===== src/rtl/ssitpg_pkg.sv =====
package ssitpg_pkg;
  // Register byte offsets
  localparam logic [7:0] ADDR_CTRL     = 8'h00;
  localparam logic [7:0] ADDR_RX_FIXED = 8'h04;
  localparam logic [7:0] ADDR_TX_EXP   = 8'h08;
  localparam logic [7:0] ADDR_DELAY    = 8'h0C;
  localparam logic [7:0] ADDR_STATUS   = 8'h10;
  localparam logic [7:0] ADDR_ERRCNT   = 8'h14;
  localparam logic [7:0] ADDR_IRQ_STAT = 8'h18;
  localparam logic [7:0] ADDR_IRQ_MASK = 8'h1C;
  // Control field positions
  localparam int CTRL_RXMODE_LSB = 0;
  localparam int CTRL_TXMODE_LSB = 4;
  localparam int CTRL_LVDS_BIT   = 8;
  localparam int CTRL_ENH_BIT    = 9;
  localparam int CTRL_LOOP_BIT   = 10;
  // Delay field positions, each DLY_W bits wide
  localparam int DLY_W       = 4;
  localparam int DLY_CLK_LSB = 0;
  localparam int DLY_STB_LSB = 4;
  localparam int DLY_DAT_LSB = 8;
  // Status and interrupt bit positions
  localparam int ST_CHECKED_BIT = 0;
  localparam int ST_PASS_BIT    = 1;
  localparam int IRQ_ERR_BIT    = 0;
  localparam int IRQ_MATCH_BIT  = 1;
  // Reset values
  localparam logic [31:0] RX_FIXED_RST = 32'h0000_0000;
  localparam logic [31:0] TX_EXP_RST   = 32'h0000_0000;
  localparam logic [11:0] DELAY_RST    = 12'h000;
  localparam logic [15:0] PRBS_SEED    = 16'hFFFF;
  // AXI responses
  localparam logic [1:0] RESP_OKAY   = 2'h0;
  localparam logic [1:0] RESP_SLVERR = 2'h2;

  typedef enum logic [2:0] {
    MODE_NORMAL = 3'h0,
    MODE_FIXED  = 3'h1,
    MODE_NIBBLE = 3'h2,
    MODE_RAMP16 = 3'h3,
    MODE_PRBS15 = 3'h4,
    MODE_PRBS7  = 3'h5
  } ssitpg_mode_e;

  // Transmit lanes arriving from the baseband
  typedef struct packed {
    logic        strobe;
    logic [15:0] i;
    logic [15:0] q;
  } ssitpg_lane_s;

  // Receive interface driven toward the baseband
  typedef struct packed {
    logic        clk;
    logic        strobe;
    logic [31:0] i;
    logic [31:0] q;
  } ssitpg_rxout_s;
endpackage


===== src/rtl/ssitpg_top.sv =====
// Our own choices: the AXI4-Lite slave port and the address map.
`timescale 1ns/100ps
// Overview of operation
// - Test mode replaces receive samples with pattern
// - CMOS fixed: low nibble on each of the low four nibbles
// - LVDS fixed: low sixteen bits per lane
// - Six modes: normal, fixed, nibble, ramp, PRBS
// - Nibble ramp: low four nibbles equal sample count
// - 16-bit ramp: I equals Q, counts up
// - Enhanced CMOS fixed: two 16-bit copies
// - Enhanced LVDS: two copies, fixed or ramp
// - No PRBS in enhanced 32-bit mode
// - Transmit checker: ramp, PRBS or fixed
// - Checker result readable by software
// - Loopback sends transmit data to receive
// - Separate step delays: clock, strobe, data
module ssitpg_top #(
  parameter int DLY_DEPTH = 16
) (
  input  wire logic                     aclk,
  input  wire logic                     aresetn,
  input  wire logic                     s_axi_awvalid,
  output logic                          s_axi_awready,
  input  wire logic [7:0]               s_axi_awaddr,
  input  wire logic                     s_axi_wvalid,
  output logic                          s_axi_wready,
  input  wire logic [31:0]              s_axi_wdata,
  input  wire logic [3:0]               s_axi_wstrb,
  output logic                          s_axi_bvalid,
  input  wire logic                     s_axi_bready,
  output logic [1:0]                    s_axi_bresp,
  input  wire logic                     s_axi_arvalid,
  output logic                          s_axi_arready,
  input  wire logic [7:0]               s_axi_araddr,
  output logic                          s_axi_rvalid,
  input  wire logic                     s_axi_rready,
  output logic [31:0]                   s_axi_rdata,
  output logic [1:0]                    s_axi_rresp,
  input  wire logic                     link_clk,
  input  wire ssitpg_pkg::ssitpg_lane_s tx_lane,
  input  wire logic [31:0]              rx_samp_i,
  input  wire logic [31:0]              rx_samp_q,
  input  wire logic                     rx_samp_strobe,
  output ssitpg_pkg::ssitpg_rxout_s     rx_out,
  output logic                          irq
);

  typedef struct packed {
    logic                                    aw_have;
    logic [7:0]                              aw_addr;
    logic                                    w_have;
    logic [31:0]                             w_data;
    logic [3:0]                              w_strb;
    logic                                    bvalid;
    logic [1:0]                              bresp;
    logic                                    rvalid;
    logic [1:0]                              rresp;
    logic [31:0]                             rdata;
    ssitpg_pkg::ssitpg_mode_e                rx_pattern_select;
    ssitpg_pkg::ssitpg_mode_e                tx_pattern_select;
    logic                                    lvds_sample_interface;
    logic                                    enh32;
    logic                                    loopback;
    logic [31:0]                             rx_fixed_value;
    logic [31:0]                             tx_expected_value;
    logic [11:0]                             dly;
    logic                                    checked;
    logic                                    pass;
    logic [15:0]                             err_cnt;
    logic [1:0]                              irq_stat;
    logic [1:0]                              irq_mask;
    logic                                    sclk1;
    logic                                    sclk2;
    logic                                    sclk3;
    ssitpg_pkg::ssitpg_lane_s                lane1;
    ssitpg_pkg::ssitpg_lane_s                lane2;
    logic [15:0]                             gen_prbs;
    logic [15:0]                             ramp_value;
    logic [15:0]                             chk_prev;
    logic                                    chk_first;
    ssitpg_pkg::ssitpg_rxout_s               cur;
    ssitpg_pkg::ssitpg_rxout_s [DLY_DEPTH-1:0] dl;
    ssitpg_pkg::ssitpg_rxout_s               out;
  } ssitpg_state_s;

  ssitpg_state_s s_r;
  ssitpg_state_s s_nxt;

  // Advance a 16-bit lane word by sixteen serial PRBS steps
  function automatic logic [15:0] prbs16(input logic [15:0] w, input logic sel7);
    logic [15:0] v;
    logic        nb;
    v  = w;
    nb = 1'b0;
    for (int k = 0; k < 16; k++) begin
      nb = sel7 ? (v[6] ^ v[5]) : (v[14] ^ v[13]);
      v  = {v[14:0], nb};
    end
    return v;
  endfunction

  // Apply AXI byte strobes to a stored word
  function automatic logic [31:0] merge(input logic [31:0] old, input logic [31:0] nw, input logic [3:0] st);
    logic [31:0] r;
    r = old;
    for (int b = 0; b < 4; b++) begin
      if (st[b]) r[8*b +: 8] = nw[8*b +: 8];
    end
    return r;
  endfunction

  logic                      rise, wr_go, rd_go, chk_ok, chk_act;
  logic [1:0]                ev, w1c;
  logic [31:0]               wv;
  logic [15:0]               f16, ti;
  ssitpg_pkg::ssitpg_mode_e  rxm, newtx;
  // Handshake outputs and registered data outputs
  assign s_axi_awready = !s_r.aw_have && !s_r.bvalid;
  assign s_axi_wready  = !s_r.w_have && !s_r.bvalid;
  assign s_axi_bvalid  = s_r.bvalid;
  assign s_axi_bresp   = s_r.bresp;
  assign s_axi_arready = !s_r.rvalid;
  assign s_axi_rvalid  = s_r.rvalid;
  assign s_axi_rdata   = s_r.rdata;
  assign s_axi_rresp   = s_r.rresp;
  assign rx_out        = s_r.out;
  assign irq           = |(s_r.irq_stat & s_r.irq_mask);

  // Next-state logic for the whole block
  always_comb begin
    s_nxt   = s_r;
    ev      = 2'h0;
    w1c     = 2'h0;
    wv      = 32'h0;
    newtx   = s_r.tx_pattern_select;
    chk_ok  = 1'b1;
    chk_act = 1'b0;
    f16     = s_r.rx_fixed_value[15:0];
    ti      = s_r.lane2.i;
    // Link clock and lanes pass two flops before use
    s_nxt.sclk1 = link_clk;
    s_nxt.sclk2 = s_r.sclk1;
    s_nxt.sclk3 = s_r.sclk2;
    s_nxt.lane1 = tx_lane;
    s_nxt.lane2 = s_r.lane1;
    rise        = s_r.sclk2 && !s_r.sclk3;

    // AXI write address and data, taken in either order
    if (s_axi_awvalid && s_axi_awready) begin
      s_nxt.aw_have = 1'b1;
      s_nxt.aw_addr = s_axi_awaddr;
    end
    if (s_axi_wvalid && s_axi_wready) begin
      s_nxt.w_have = 1'b1;
      s_nxt.w_data = s_axi_wdata;
      s_nxt.w_strb = s_axi_wstrb;
    end
    if (s_axi_bvalid && s_axi_bready) s_nxt.bvalid = 1'b0;
    wr_go = s_r.aw_have && s_r.w_have;
    if (wr_go) begin
      s_nxt.aw_have = 1'b0;
      s_nxt.w_have  = 1'b0;
      s_nxt.bvalid  = 1'b1;
      s_nxt.bresp   = ssitpg_pkg::RESP_OKAY;
      unique case (s_r.aw_addr)
        ssitpg_pkg::ADDR_CTRL: begin
          wv = merge({21'h0, s_r.loopback, s_r.enh32, s_r.lvds_sample_interface, 1'b0,
                      s_r.tx_pattern_select, 1'b0, s_r.rx_pattern_select}, s_r.w_data, s_r.w_strb);
          s_nxt.rx_pattern_select     = ssitpg_pkg::ssitpg_mode_e'(wv[ssitpg_pkg::CTRL_RXMODE_LSB +: 3]);
          newtx                       = ssitpg_pkg::ssitpg_mode_e'(wv[ssitpg_pkg::CTRL_TXMODE_LSB +: 3]);
          s_nxt.tx_pattern_select     = newtx;
          s_nxt.lvds_sample_interface = wv[ssitpg_pkg::CTRL_LVDS_BIT];
          s_nxt.enh32                 = wv[ssitpg_pkg::CTRL_ENH_BIT];
          s_nxt.loopback              = wv[ssitpg_pkg::CTRL_LOOP_BIT];
          s_nxt.ramp_value            = 16'h0000; // A new setting restarts the ramps; a ramp step in the same cycle wins
          // Arming a check clears the result; selecting normal keeps it
          if (newtx != ssitpg_pkg::MODE_NORMAL) begin
            s_nxt.checked   = 1'b0;
            s_nxt.pass      = 1'b1;
            s_nxt.err_cnt   = 16'h0000;
            s_nxt.chk_first = 1'b1;
          end
        end
        ssitpg_pkg::ADDR_RX_FIXED: s_nxt.rx_fixed_value = merge(s_r.rx_fixed_value, s_r.w_data, s_r.w_strb);
        ssitpg_pkg::ADDR_TX_EXP: s_nxt.tx_expected_value = merge(s_r.tx_expected_value, s_r.w_data, s_r.w_strb);
        ssitpg_pkg::ADDR_DELAY: begin
          wv        = merge({20'h0, s_r.dly}, s_r.w_data, s_r.w_strb);
          s_nxt.dly = wv[11:0];
        end
        ssitpg_pkg::ADDR_IRQ_STAT: w1c = s_r.w_data[1:0] & {2{s_r.w_strb[0]}};
        ssitpg_pkg::ADDR_IRQ_MASK: if (s_r.w_strb[0]) s_nxt.irq_mask = s_r.w_data[1:0];
        ssitpg_pkg::ADDR_STATUS, ssitpg_pkg::ADDR_ERRCNT: ;
        default: s_nxt.bresp = ssitpg_pkg::RESP_SLVERR;
      endcase
    end

    // AXI read, answered with registered data
    rd_go = s_axi_arvalid && s_axi_arready;
    if (s_axi_rvalid && s_axi_rready) s_nxt.rvalid = 1'b0;
    if (rd_go) begin
      s_nxt.rvalid = 1'b1;
      s_nxt.rresp  = ssitpg_pkg::RESP_OKAY;
      unique case (s_axi_araddr)
        ssitpg_pkg::ADDR_CTRL: s_nxt.rdata = {21'h0, s_r.loopback, s_r.enh32, s_r.lvds_sample_interface,
                                              1'b0, s_r.tx_pattern_select, 1'b0, s_r.rx_pattern_select};
        ssitpg_pkg::ADDR_RX_FIXED: s_nxt.rdata = s_r.rx_fixed_value;
        ssitpg_pkg::ADDR_TX_EXP:   s_nxt.rdata = s_r.tx_expected_value;
        ssitpg_pkg::ADDR_DELAY:    s_nxt.rdata = {20'h0, s_r.dly};
        ssitpg_pkg::ADDR_STATUS:   s_nxt.rdata = {30'h0, s_r.pass, s_r.checked};
        ssitpg_pkg::ADDR_ERRCNT:   s_nxt.rdata = {16'h0, s_r.err_cnt};
        ssitpg_pkg::ADDR_IRQ_STAT: s_nxt.rdata = {30'h0, s_r.irq_stat};
        ssitpg_pkg::ADDR_IRQ_MASK: s_nxt.rdata = {30'h0, s_r.irq_mask};
        default: begin
          s_nxt.rdata = 32'h0000_0000;
          s_nxt.rresp = ssitpg_pkg::RESP_SLVERR;
        end
      endcase
    end

    // Effective receive mode: PRBS needs LVDS, not enhanced; nibble needs CMOS
    rxm = s_r.rx_pattern_select;
    if ((rxm == ssitpg_pkg::MODE_PRBS15 || rxm == ssitpg_pkg::MODE_PRBS7) &&
        (!s_r.lvds_sample_interface || s_r.enh32)) rxm = ssitpg_pkg::MODE_NORMAL;
    if (rxm == ssitpg_pkg::MODE_NIBBLE && s_r.lvds_sample_interface) rxm = ssitpg_pkg::MODE_NORMAL;
    if (rxm > ssitpg_pkg::MODE_PRBS7) rxm = ssitpg_pkg::MODE_NORMAL;

    // Receive generator, one sample per link clock rising edge
    s_nxt.cur.clk = s_r.sclk2;
    if (rise) begin
      s_nxt.cur.strobe = 1'b1;
      if (rxm != ssitpg_pkg::MODE_NIBBLE && rxm != ssitpg_pkg::MODE_RAMP16) s_nxt.ramp_value = 16'h0000;
      if (s_r.loopback) begin
        s_nxt.cur.i      = {16'h0000, s_r.lane2.i};
        s_nxt.cur.q      = {16'h0000, s_r.lane2.q};
        s_nxt.cur.strobe = s_r.lane2.strobe;
      end else begin
        unique case (rxm)
          ssitpg_pkg::MODE_FIXED: begin
            if (s_r.enh32) begin
              s_nxt.cur.i = {2{f16}};
              s_nxt.cur.q = {2{f16}};
            end else if (s_r.lvds_sample_interface) begin
              s_nxt.cur.i = {16'h0000, f16};
              s_nxt.cur.q = {16'h0000, f16};
            end else begin
              s_nxt.cur.i = {16'h0000, {4{f16[3:0]}}};
              s_nxt.cur.q = {16'h0000, {4{f16[3:0]}}};
            end
          end
          ssitpg_pkg::MODE_NIBBLE: begin
            s_nxt.cur.i      = {16'h0000, {4{s_r.ramp_value[3:0]}}};
            s_nxt.cur.q      = {16'h0000, {4{s_r.ramp_value[3:0]}}};
            s_nxt.ramp_value = s_r.ramp_value + 16'h0001;
          end
          ssitpg_pkg::MODE_RAMP16: begin
            s_nxt.cur.i      = s_r.enh32 ? {2{s_r.ramp_value}} : {16'h0000, s_r.ramp_value};
            s_nxt.cur.q      = s_r.enh32 ? {2{s_r.ramp_value}} : {16'h0000, s_r.ramp_value};
            s_nxt.ramp_value = s_r.ramp_value + 16'h0001;
          end
          ssitpg_pkg::MODE_PRBS15, ssitpg_pkg::MODE_PRBS7: begin
            s_nxt.cur.i    = {16'h0000, s_r.gen_prbs};
            s_nxt.cur.q    = {16'h0000, s_r.gen_prbs};
            s_nxt.gen_prbs = prbs16(s_r.gen_prbs, rxm == ssitpg_pkg::MODE_PRBS7);
          end
          default: begin
            s_nxt.cur.i      = rx_samp_i;
            s_nxt.cur.q      = rx_samp_q;
            s_nxt.cur.strobe = rx_samp_strobe;
          end
        endcase
      end
    end

    // Transmit checker, self-aligning on ramp and PRBS
    unique case (s_r.tx_pattern_select)
      ssitpg_pkg::MODE_FIXED: begin
        chk_act = 1'b1;
        chk_ok  = ({s_r.lane2.i, s_r.lane2.q} == s_r.tx_expected_value);
      end
      ssitpg_pkg::MODE_NIBBLE: begin
        chk_act = !s_r.lvds_sample_interface;
        chk_ok  = (ti == s_r.lane2.q) && (ti == {4{ti[3:0]}}) &&
                  (s_r.chk_first || ti[3:0] == s_r.chk_prev[3:0] + 4'h1);
      end
      ssitpg_pkg::MODE_RAMP16: begin
        chk_act = 1'b1;
        chk_ok  = (ti == s_r.lane2.q) && (s_r.chk_first || ti == s_r.chk_prev + 16'h0001);
      end
      ssitpg_pkg::MODE_PRBS15, ssitpg_pkg::MODE_PRBS7: begin
        chk_act = s_r.lvds_sample_interface && !s_r.enh32;
        chk_ok  = (ti == s_r.lane2.q) && (s_r.chk_first ||
                  ti == prbs16(s_r.chk_prev, s_r.tx_pattern_select == ssitpg_pkg::MODE_PRBS7));
      end
      default: chk_act = 1'b0;
    endcase
    if (rise && chk_act && s_r.lane2.strobe) begin
      s_nxt.chk_prev  = ti;
      s_nxt.chk_first = 1'b0;
      s_nxt.checked   = 1'b1;
      if (chk_ok) begin
        ev[ssitpg_pkg::IRQ_MATCH_BIT] = 1'b1;
      end else begin
        ev[ssitpg_pkg::IRQ_ERR_BIT] = 1'b1;
        s_nxt.pass                  = 1'b0;
        if (s_nxt.err_cnt != 16'hFFFF) s_nxt.err_cnt = s_nxt.err_cnt + 16'h0001; // Counts from a fresh arm too
      end
    end

    // Sticky events, set wins over a write-one clear
    s_nxt.irq_stat = (s_r.irq_stat & ~w1c) | ev;
    // Output delay line, separate taps for clock, strobe and data
    s_nxt.dl         = {s_r.dl[DLY_DEPTH-2:0], s_r.cur};
    s_nxt.out.clk    = s_r.dl[s_r.dly[ssitpg_pkg::DLY_CLK_LSB +: ssitpg_pkg::DLY_W]].clk;
    s_nxt.out.strobe = s_r.dl[s_r.dly[ssitpg_pkg::DLY_STB_LSB +: ssitpg_pkg::DLY_W]].strobe;
    s_nxt.out.i      = s_r.dl[s_r.dly[ssitpg_pkg::DLY_DAT_LSB +: ssitpg_pkg::DLY_W]].i;
    s_nxt.out.q      = s_r.dl[s_r.dly[ssitpg_pkg::DLY_DAT_LSB +: ssitpg_pkg::DLY_W]].q;
  end

  // State register with synchronous reset
  always_ff @(posedge aclk) begin
    if (!aresetn) begin
      s_r                   <= '0;
      s_r.rx_pattern_select <= ssitpg_pkg::MODE_NORMAL;
      s_r.tx_pattern_select <= ssitpg_pkg::MODE_NORMAL;
      s_r.rx_fixed_value    <= ssitpg_pkg::RX_FIXED_RST;
      s_r.tx_expected_value <= ssitpg_pkg::TX_EXP_RST;
      s_r.dly               <= ssitpg_pkg::DELAY_RST;
      s_r.gen_prbs          <= ssitpg_pkg::PRBS_SEED;
      s_r.pass              <= 1'b1;
      s_r.chk_first         <= 1'b1;
    end else begin
      s_r <= s_nxt;
    end
  end
endmodule // ssitpg_top


===== config.mk =====
export PLATFORM = sky130hd
export DESIGN_NAME = ssitpg_top
export DESIGN_NICKNAME = d
export VERILOG_FILES = /design/src/rtl/ssitpg_pkg.sv /design/src/rtl/ssitpg_top.sv
export SDC_FILE = /design/constraint.sdc
export NUM_CORES = 2
export LEC_CHECK = 0
export ABC_AREA = 1
export BUFFER_PORTS_ARGS = -buffer_cell sky130_fd_sc_hd__buf_2
export CAP_MARGIN = 20
export CORE_MARGIN = 5
export CORE_UTILIZATION = 38
export DETAILED_ROUTE_END_ITERATION = 6
export PLACE_DENSITY_LB_ADDON = 0.25
export SLEW_MARGIN = 20
export SYNTH_ARGS = -nofsm -noshare
export SYNTH_HDL_FRONTEND = slang
export SYNTH_SLANG_ARGS = --single-unit

===== constraint.sdc =====
create_clock -name aclk -period 3.65 [get_ports aclk]
set_input_delay 0.73 -clock aclk [delete_from_list [all_inputs] [get_ports aclk]]
set_output_delay 0.73 -clock aclk [all_outputs]
set_load 0.02 [all_outputs]

After elaboration in Yosys (flattened, before gate mapping)
Cells that the tools add are included.

storage, ports and cells
  register bits = 1496
  logic and storage cells = 358
  input bits = 158
  output and inout port bits = 108

cells by class
  order comparisons = 4
  $add $sub $neg = 4
  bitwise gates (word level) = 55
  reduce and logical (&&, ||, !) cells = 64
  multiplexer cells = 80
  equal/unequal tests = 37

operators by type and width
  operator                                             count
  binary-select mux 66 bit (select 4 bit)              3
  one-hot mux 32 bit (8 select lines)                  1
  one-hot mux 64 bit (4 select lines)                  1
  2-to-1 mux 65 bit                                    2
  2-to-1 mux 64 bit                                    2
  2-to-1 mux 16 bit                                    7
  2-to-1 mux 18 bit                                    4
  2-to-1 mux 66 bit                                    1
  equality test 8 x 5 -> 1 bit, second input constant  8
  adder 16 x 1 -> 16 bit, second input constant        3
  equality test 16 bit                                 3
  2-to-1 mux 48 bit                                    1
  bitwise XOR 1 bit                                    48
  AND reduction 3 bit                                  15
  2-to-1 mux 1 bit                                     41
  2-to-1 mux 35 bit                                    1
  equality test 32 bit                                 1
  equality test 8 x 4 -> 1 bit, second input constant  4
  2-to-1 mux 32 bit                                    1
  2-to-1 mux 7 bit                                     3
  logical AND 1 bit                                    19
  equality test 3 bit, second input constant           6
  2-to-1 mux 17 bit                                    1
  equality test 8 x 3 -> 1 bit, second input constant  2
  27 further kinds                                     66

Depth between registers and ports, before layout
  depth in word-level cells = 15
  gate-level depth with buffers = 22
  depth with buffers taken out = 21

Worst setup path after synthesis
Ideal clock, no wire load.

  path kind = reg2reg
  start = reg s_r[1495] in the netlist's numbering
  end = reg s_r[1313] in the netlist's numbering
  slack = 1.191 ns
  path buffers = 1
  arrival time = 2.340 ns
  clock period less this slack = 2.459 ns
  setup time = 0.119 ns
  required time = 3.531 ns
  cell stages (with the launch flop) = 21
  cells stage by stage = dfxtp_1 -> nor2_1 -> nand2_1 -> nor2_4 -> nand2_1 -> nor2_4 -> nand2_2 -> buf_6 -> nand2_2 -> inv_1 -> ha_1 -> nand2_1 -> nor2_1 -> nand4_1 -> inv_1 -> nand3_1 -> nand2_2 -> nor4_2 -> nand3_1 -> o21ai_0 -> a21oi_1

between the ends
  longest elaborated chain between the ends = 7
  elaborated cells between the ends (all ways) = 8
  those cells by class = add/sub (1); eq/ne (1); mux (5); reduce/logical (1)

ends and longest elaborated chain
  item                                                             RTL line           source
  start: declaration                                               ssitpg_top.sv:86   ssitpg_state_s s_r;
  start signal: assignment                                         ssitpg_top.sv:332  s_r <= s_nxt;
  logical NOT 8 bit (*)                                            ssitpg_top.sv:165  unique case (s_r.aw_addr)
  2-to-1 mux 18 bit (*)                                            ssitpg_top.sv:165
  2-to-1 mux 18 bit (*)                                            ssitpg_top.sv:160  if (wr_go) begin
  adder 16 x 1 -> 16 bit / != test 16 bit (equally long branches)  ssitpg_top.sv:305  if (s_nxt.err_cnt != 16'hFFFF) s_nxt.err_cnt = s_nxt.err_cnt + 16'h0001;
  2-to-1 mux 16 bit                                                ssitpg_top.sv:305
  2-to-1 mux 17 bit                                                ssitpg_top.sv:300  if (chk_ok) begin
  2-to-1 mux 18 bit (*)                                            ssitpg_top.sv:296  if (rise && chk_act && s_r.lane2.strobe) begin

Every way passes the cells marked *; elsewhere a longest branch is shown, timed or not. The select of a mux whose other input is x is not followed.
A chain may end at the register's enable or synchronous reset.

Worst setup path after layout
  start = reg s_r[1189] in the netlist's numbering
  end = reg s_r[1310] in the netlist's numbering

between the ends
  longest elaborated chain between the ends = 10
  elaborated cells between the ends (all ways) = 25
  those cells by class = add/sub (2); eq/ne (3); mux (9); bitwise (5); reduce/logical (6)

ends and longest elaborated chain
  item                                                                            RTL line           source
  parallel branches: the longest is 7 deep, another holds adder 16 x 1 -> 16 bit  n/a
  one-hot mux 1 bit (4 select lines) (*)                                          ssitpg_top.sv:275  unique case (s_r.tx_pattern_select)
  2-to-1 mux 17 bit (*)                                                           ssitpg_top.sv:300
  2-to-1 mux 18 bit (*)                                                           ssitpg_top.sv:296

Every way passes the cells marked *.

==> impl_results.md <==
- Post-synthesis cell count: 7679
- WL met1: 77200 microns
- Rel. slew slack: 27.40%
- Hpwl dp: 117400 microns
- Clk root buf: clkbuf_16
- Hold-fix buffers, CTS: 0
- Final WL: 174700 microns
- Unrepaired setup endpoints after global routing: no
- CTS Sinks: 1494
- Multiplexer share of the synthesized area: 0%
- Post-synthesis cell area: 57980 sq um
- CTS clk-pin slew, worst paths: 0.06 ns
- Maximum clock insertion buffer count: 3
- Layout area overhead: 13.47%
- Post-cts sizing count: 0
- Crit start category: flop
- Multi-input logic area: 20470 sq um
- Skew final: 0.02649 ns
- Avg Inst Size Synth: 7.551 sq um
- Vias: 48.45k
- Htree depth: 4
- Stages on worst setup path: 18
- Reg2reg path depth: 18
- Top delay family on crit path: simple AND/OR/NAND/NOR gates
- Setup_tns: 0 ns
- Arr. time, crit path: 3.70 ns
- Req. time, crit path: 4.37 ns
- Placer Congestion: 0.9575
- P per Cell Area: 519.1 nW/um^2
- CP max-delay cell: dfxtp_1
- Critical path buffer and inverter count: 1
- Final setup fails: 0
- # IOs: 266
- Antenna violations before repair: 8
- Crit end category: flop
- Synth Warn #: 0
- Reg2reg end: s_r[1310]$_SDFF_PN0_
- Final Power: 34150 uW
- Die height: 400.6 microns
- CP Cell Sequence: ha_1 > nand2_1 > nor2_1 > nand3_1 > nand3_1 > nand3_1 > nand2_1 > nand3_1 > nor2_1 > nand3_1 > nor2_1 > nand3_2 > nand2_2 > a21oi_2 > buf_12 > nand2_1 > o21ai_0 > a21oi_1
- Die area: 160500 sq um
- Most used cell, CP: nand3_1
- Leak: 0.03451 uW
- CP peak stage delay: 0.46 ns
- Register area: 29920 sq um
- Top_reg_cell synth: dfxtp_1
- Final slew viol count: 0
- Critical path origin: s_r[1189]$_SDFFE_PN0P_
- Post-synth ARST share: 0%
- GRT overflow: 0
- GRT Total Usage: 21.03%
- Starting Density: 38.17%
- Final WS setup: 0.6733 ns
- Area leader, netlist: dfxtp_1
- Width of the die: 400.6 microns
- Combinational family with the most area after synthesis: simple AND/OR/NAND/NOR gates
- Number of setup buffers added after CTS: 0
- NumNets Final: 7816
- Reg2reg setup slack: 0.67 ns
- Skew-Pair Late Insertion Delay: 0.81 ns
- Outcome: completed
- Vias in the first global route: 45.04k
- Top post-synthesis cells by area: dfxtp_1, nand2_1, inv_1
- Max Fanout on Critical Path: 11
- Pin count of the biggest net entering global routing: 225
- Register area share after synthesis: 51.58%
- IO buf count: 263
- VDD IR-drop max: 0.3529 mV
- Post-place setup slack: 0.3717 ns
- Setup CP Type: reg2reg
- Number of synthesized flops with an enable pin: 0
- Max-cap viol count: 0
- Routed wire per std cell: 17.83 microns
- Met2 WL: 80040 microns
- Row count: 143
- Drt pass-1 iters: 6
- XOR/XNOR Fraction of Synth Area: 1.042%
- Final min period: 2.977 ns
- R2r startpoint: s_r[1189]$_SDFFE_PN0P_
- ANT nets after route: 0
- Via/cell ratio: 4.945
- Hold WS: 0.1030 ns
- CTS tree: yes
- Core ar.: 151900 sq um
- Hold Fails Final Rpt: 0
- Placed Cells: 9508
- Period utilization: 81.55%
- Yosys top cell area share: 51.58%
- Number of fill cells: 15.34k
- Simple-Gate Fraction of Synth Area: 17.72%
- Max Fclk: 335.9 MHz
- Slew @ Worst Pin: 1.089 ns
- FF+latch count, synth: 1494
- Final std cells w/o fill: 9798
- Worst min path class: in2reg
- Adder-cell share of the synthesized area: 0.3453%
- Cts bufs inserted: 162
- Global-route wire length before repair: 267800 microns
- Share of cells above drive strength 1: 8.695%
- Crit path to: s_r[1310]$_SDFF_PN0_
- Complex-gate fraction of the synthesized area: 16.17%
- Met3 routed WL: 10320 microns
- Max Used Layer: met4
- DRC: 0
- Cell variety after synth: 59
- Drt initial violations: 4203
==> synthesized netlist by cell type, drive strengths merged (2+ instances only) <==
cell type and number:
a2111oi 11, a211oi 19, a21oi 269, a221oi 6
a22o 9, a22oi 7, a311oi 3, a31oi 17
buf 130, clkbuf 436, clkinv 6, dfxtp 1494
ha 16, inv 1335, nand2 1558, nand3 144
nand3b 6, nand4 25, nor2 808, nor3 41
nor4 8, o2111ai 5, o211ai 99, o21a 2
o21ai 779, o221ai 190, o22ai 157, o31ai 8
or2 10, xnor2 36, xor2 33
==> power breakdown <==
part	internal [uW]	switching, uW	leakage, uW
Clock	9690	6810	0.00265
Sequential	16500	135	0.0121
Combinational	286	768	0.0198
Total	26400	7710	0.0345
==> cells by family after synthesis <==
group                    after synthesis
XOR/XNOR                              69
AND/OR/NAND/NOR                     2604
AO/OA/AOI/OAI                       1588
flip-flops                          1494
other                                  1
adder cells (fa/ha/maj)               16
buffers and inverters               1907
==> worst register-to-register path: stages (launching register included) <==
cell and delay (ns):
dfxtp_1 0.46, ha_1 0.25, nand2_1 0.14, nor2_1 0.34
nand3_1 0.12, nand3_1 0.11, nand3_1 0.07, nand2_1 0.08
nand3_1 0.10, nor2_1 0.13, nand3_1 0.13, nor2_1 0.14
nand3_2 0.11, nand2_2 0.13, a21oi_2 0.08, buf_12 0.16
nand2_1 0.11, o21ai_0 0.09, a21oi_1 0.14
==> placed cells by master, fill, tap and decap left out, types with 9 or more instances in the layout <==
cell	instances
inv_2	15
clkbuf_1	38
a21oi_1	267
a2111oi_0	11
o221ai_1	190
a211oi_1	19
nand2_2	11
clkinv_2	21
o21ai_0	760
clkbuf_16	165
o211ai_1	99
a22o_1	9
buf_12	24
nand3_1	139
buf_2	262
nand2_1	1547
nor3_1	41
a31oi_1	17
o21ai_1	19
clkbuf_8	34
buf_4	77
nor2_1	798
xnor2_1	36
o22ai_1	157
dfxtp_1	1490
bufinv_16	9
ha_1	16
nand4_1	24
inv_1	1315
xor2_1	33
==> layer usage <==
| layer | global-route usage (%) | vias up |
|---|---|---|
| met5 | 0 | - |
| met4 | 8.780 | 0 |
| met3 | 4.045 | 336 |
| met2 | 34.12 | 1413 |
| met1 | 27.49 | 22688 |
| li1 | - | 24016 |
==> how the worst min path moves through the flow <==
stage	startpoint	to	slack [ns]	cells after the start
2_1_floorplan	s_nxt[1304]$_SDFF_PN0_	s_nxt[1187]$_SDFF_PN0_	0.39	2
3_3_place_gp	s_nxt[1262]$_SDFF_PN0_	ti[9]$_SDFF_PN0_	0.40	2
3_5_place_dp	s_nxt[1241]$_SDFF_PN0_	s_r[1241]$_SDFF_PN0_	0.40	2
4_1_cts	tx_lane[30]	s_nxt[1267]$_SDFF_PN0_	0.04	3
5_1_grt	tx_lane[30]	s_nxt[1267]$_SDFF_PN0_	0.07	3
6_report	tx_lane[30]	s_nxt[1267]$_SDFF_PN0_	0.10	3
==> per-stage QoR <==
| step | util (%) | area [sq um] |
|---|---|---|
| after floorplan | - | 57990 |
| after global placement | 39.75 | 60380 |
| after detailed placement | 39.75 | 60380 |
| after CTS | 43.30 | 65780 |
| after global routing | 43.31 | 65780 |
| final | 43.31 | 65790 |
==> area by class of cell <==
type | count | area share, %
Clock inverter | 48 | 1.010
Clock buffer | 237 | 7.204
Multi-Input combinational cell | 4279 | 31.12
Timing Repair Buffer | 364 | 3.625
Sequential cell | 1494 | 45.48
Antenna cell | 5 | 0.01902
Tap cell | 2030 | 3.860
Inverter | 1341 | 7.687
==> sequential cells by signal, indices dropped and copies added (netlist names), 16 cells and up <==
name and count:
s_nxt 1091, s_r 269, rx_out 66, s_axi_rdata 32, f16 16, ti 16
Note: power is estimated with default switching activity, not from simulation.
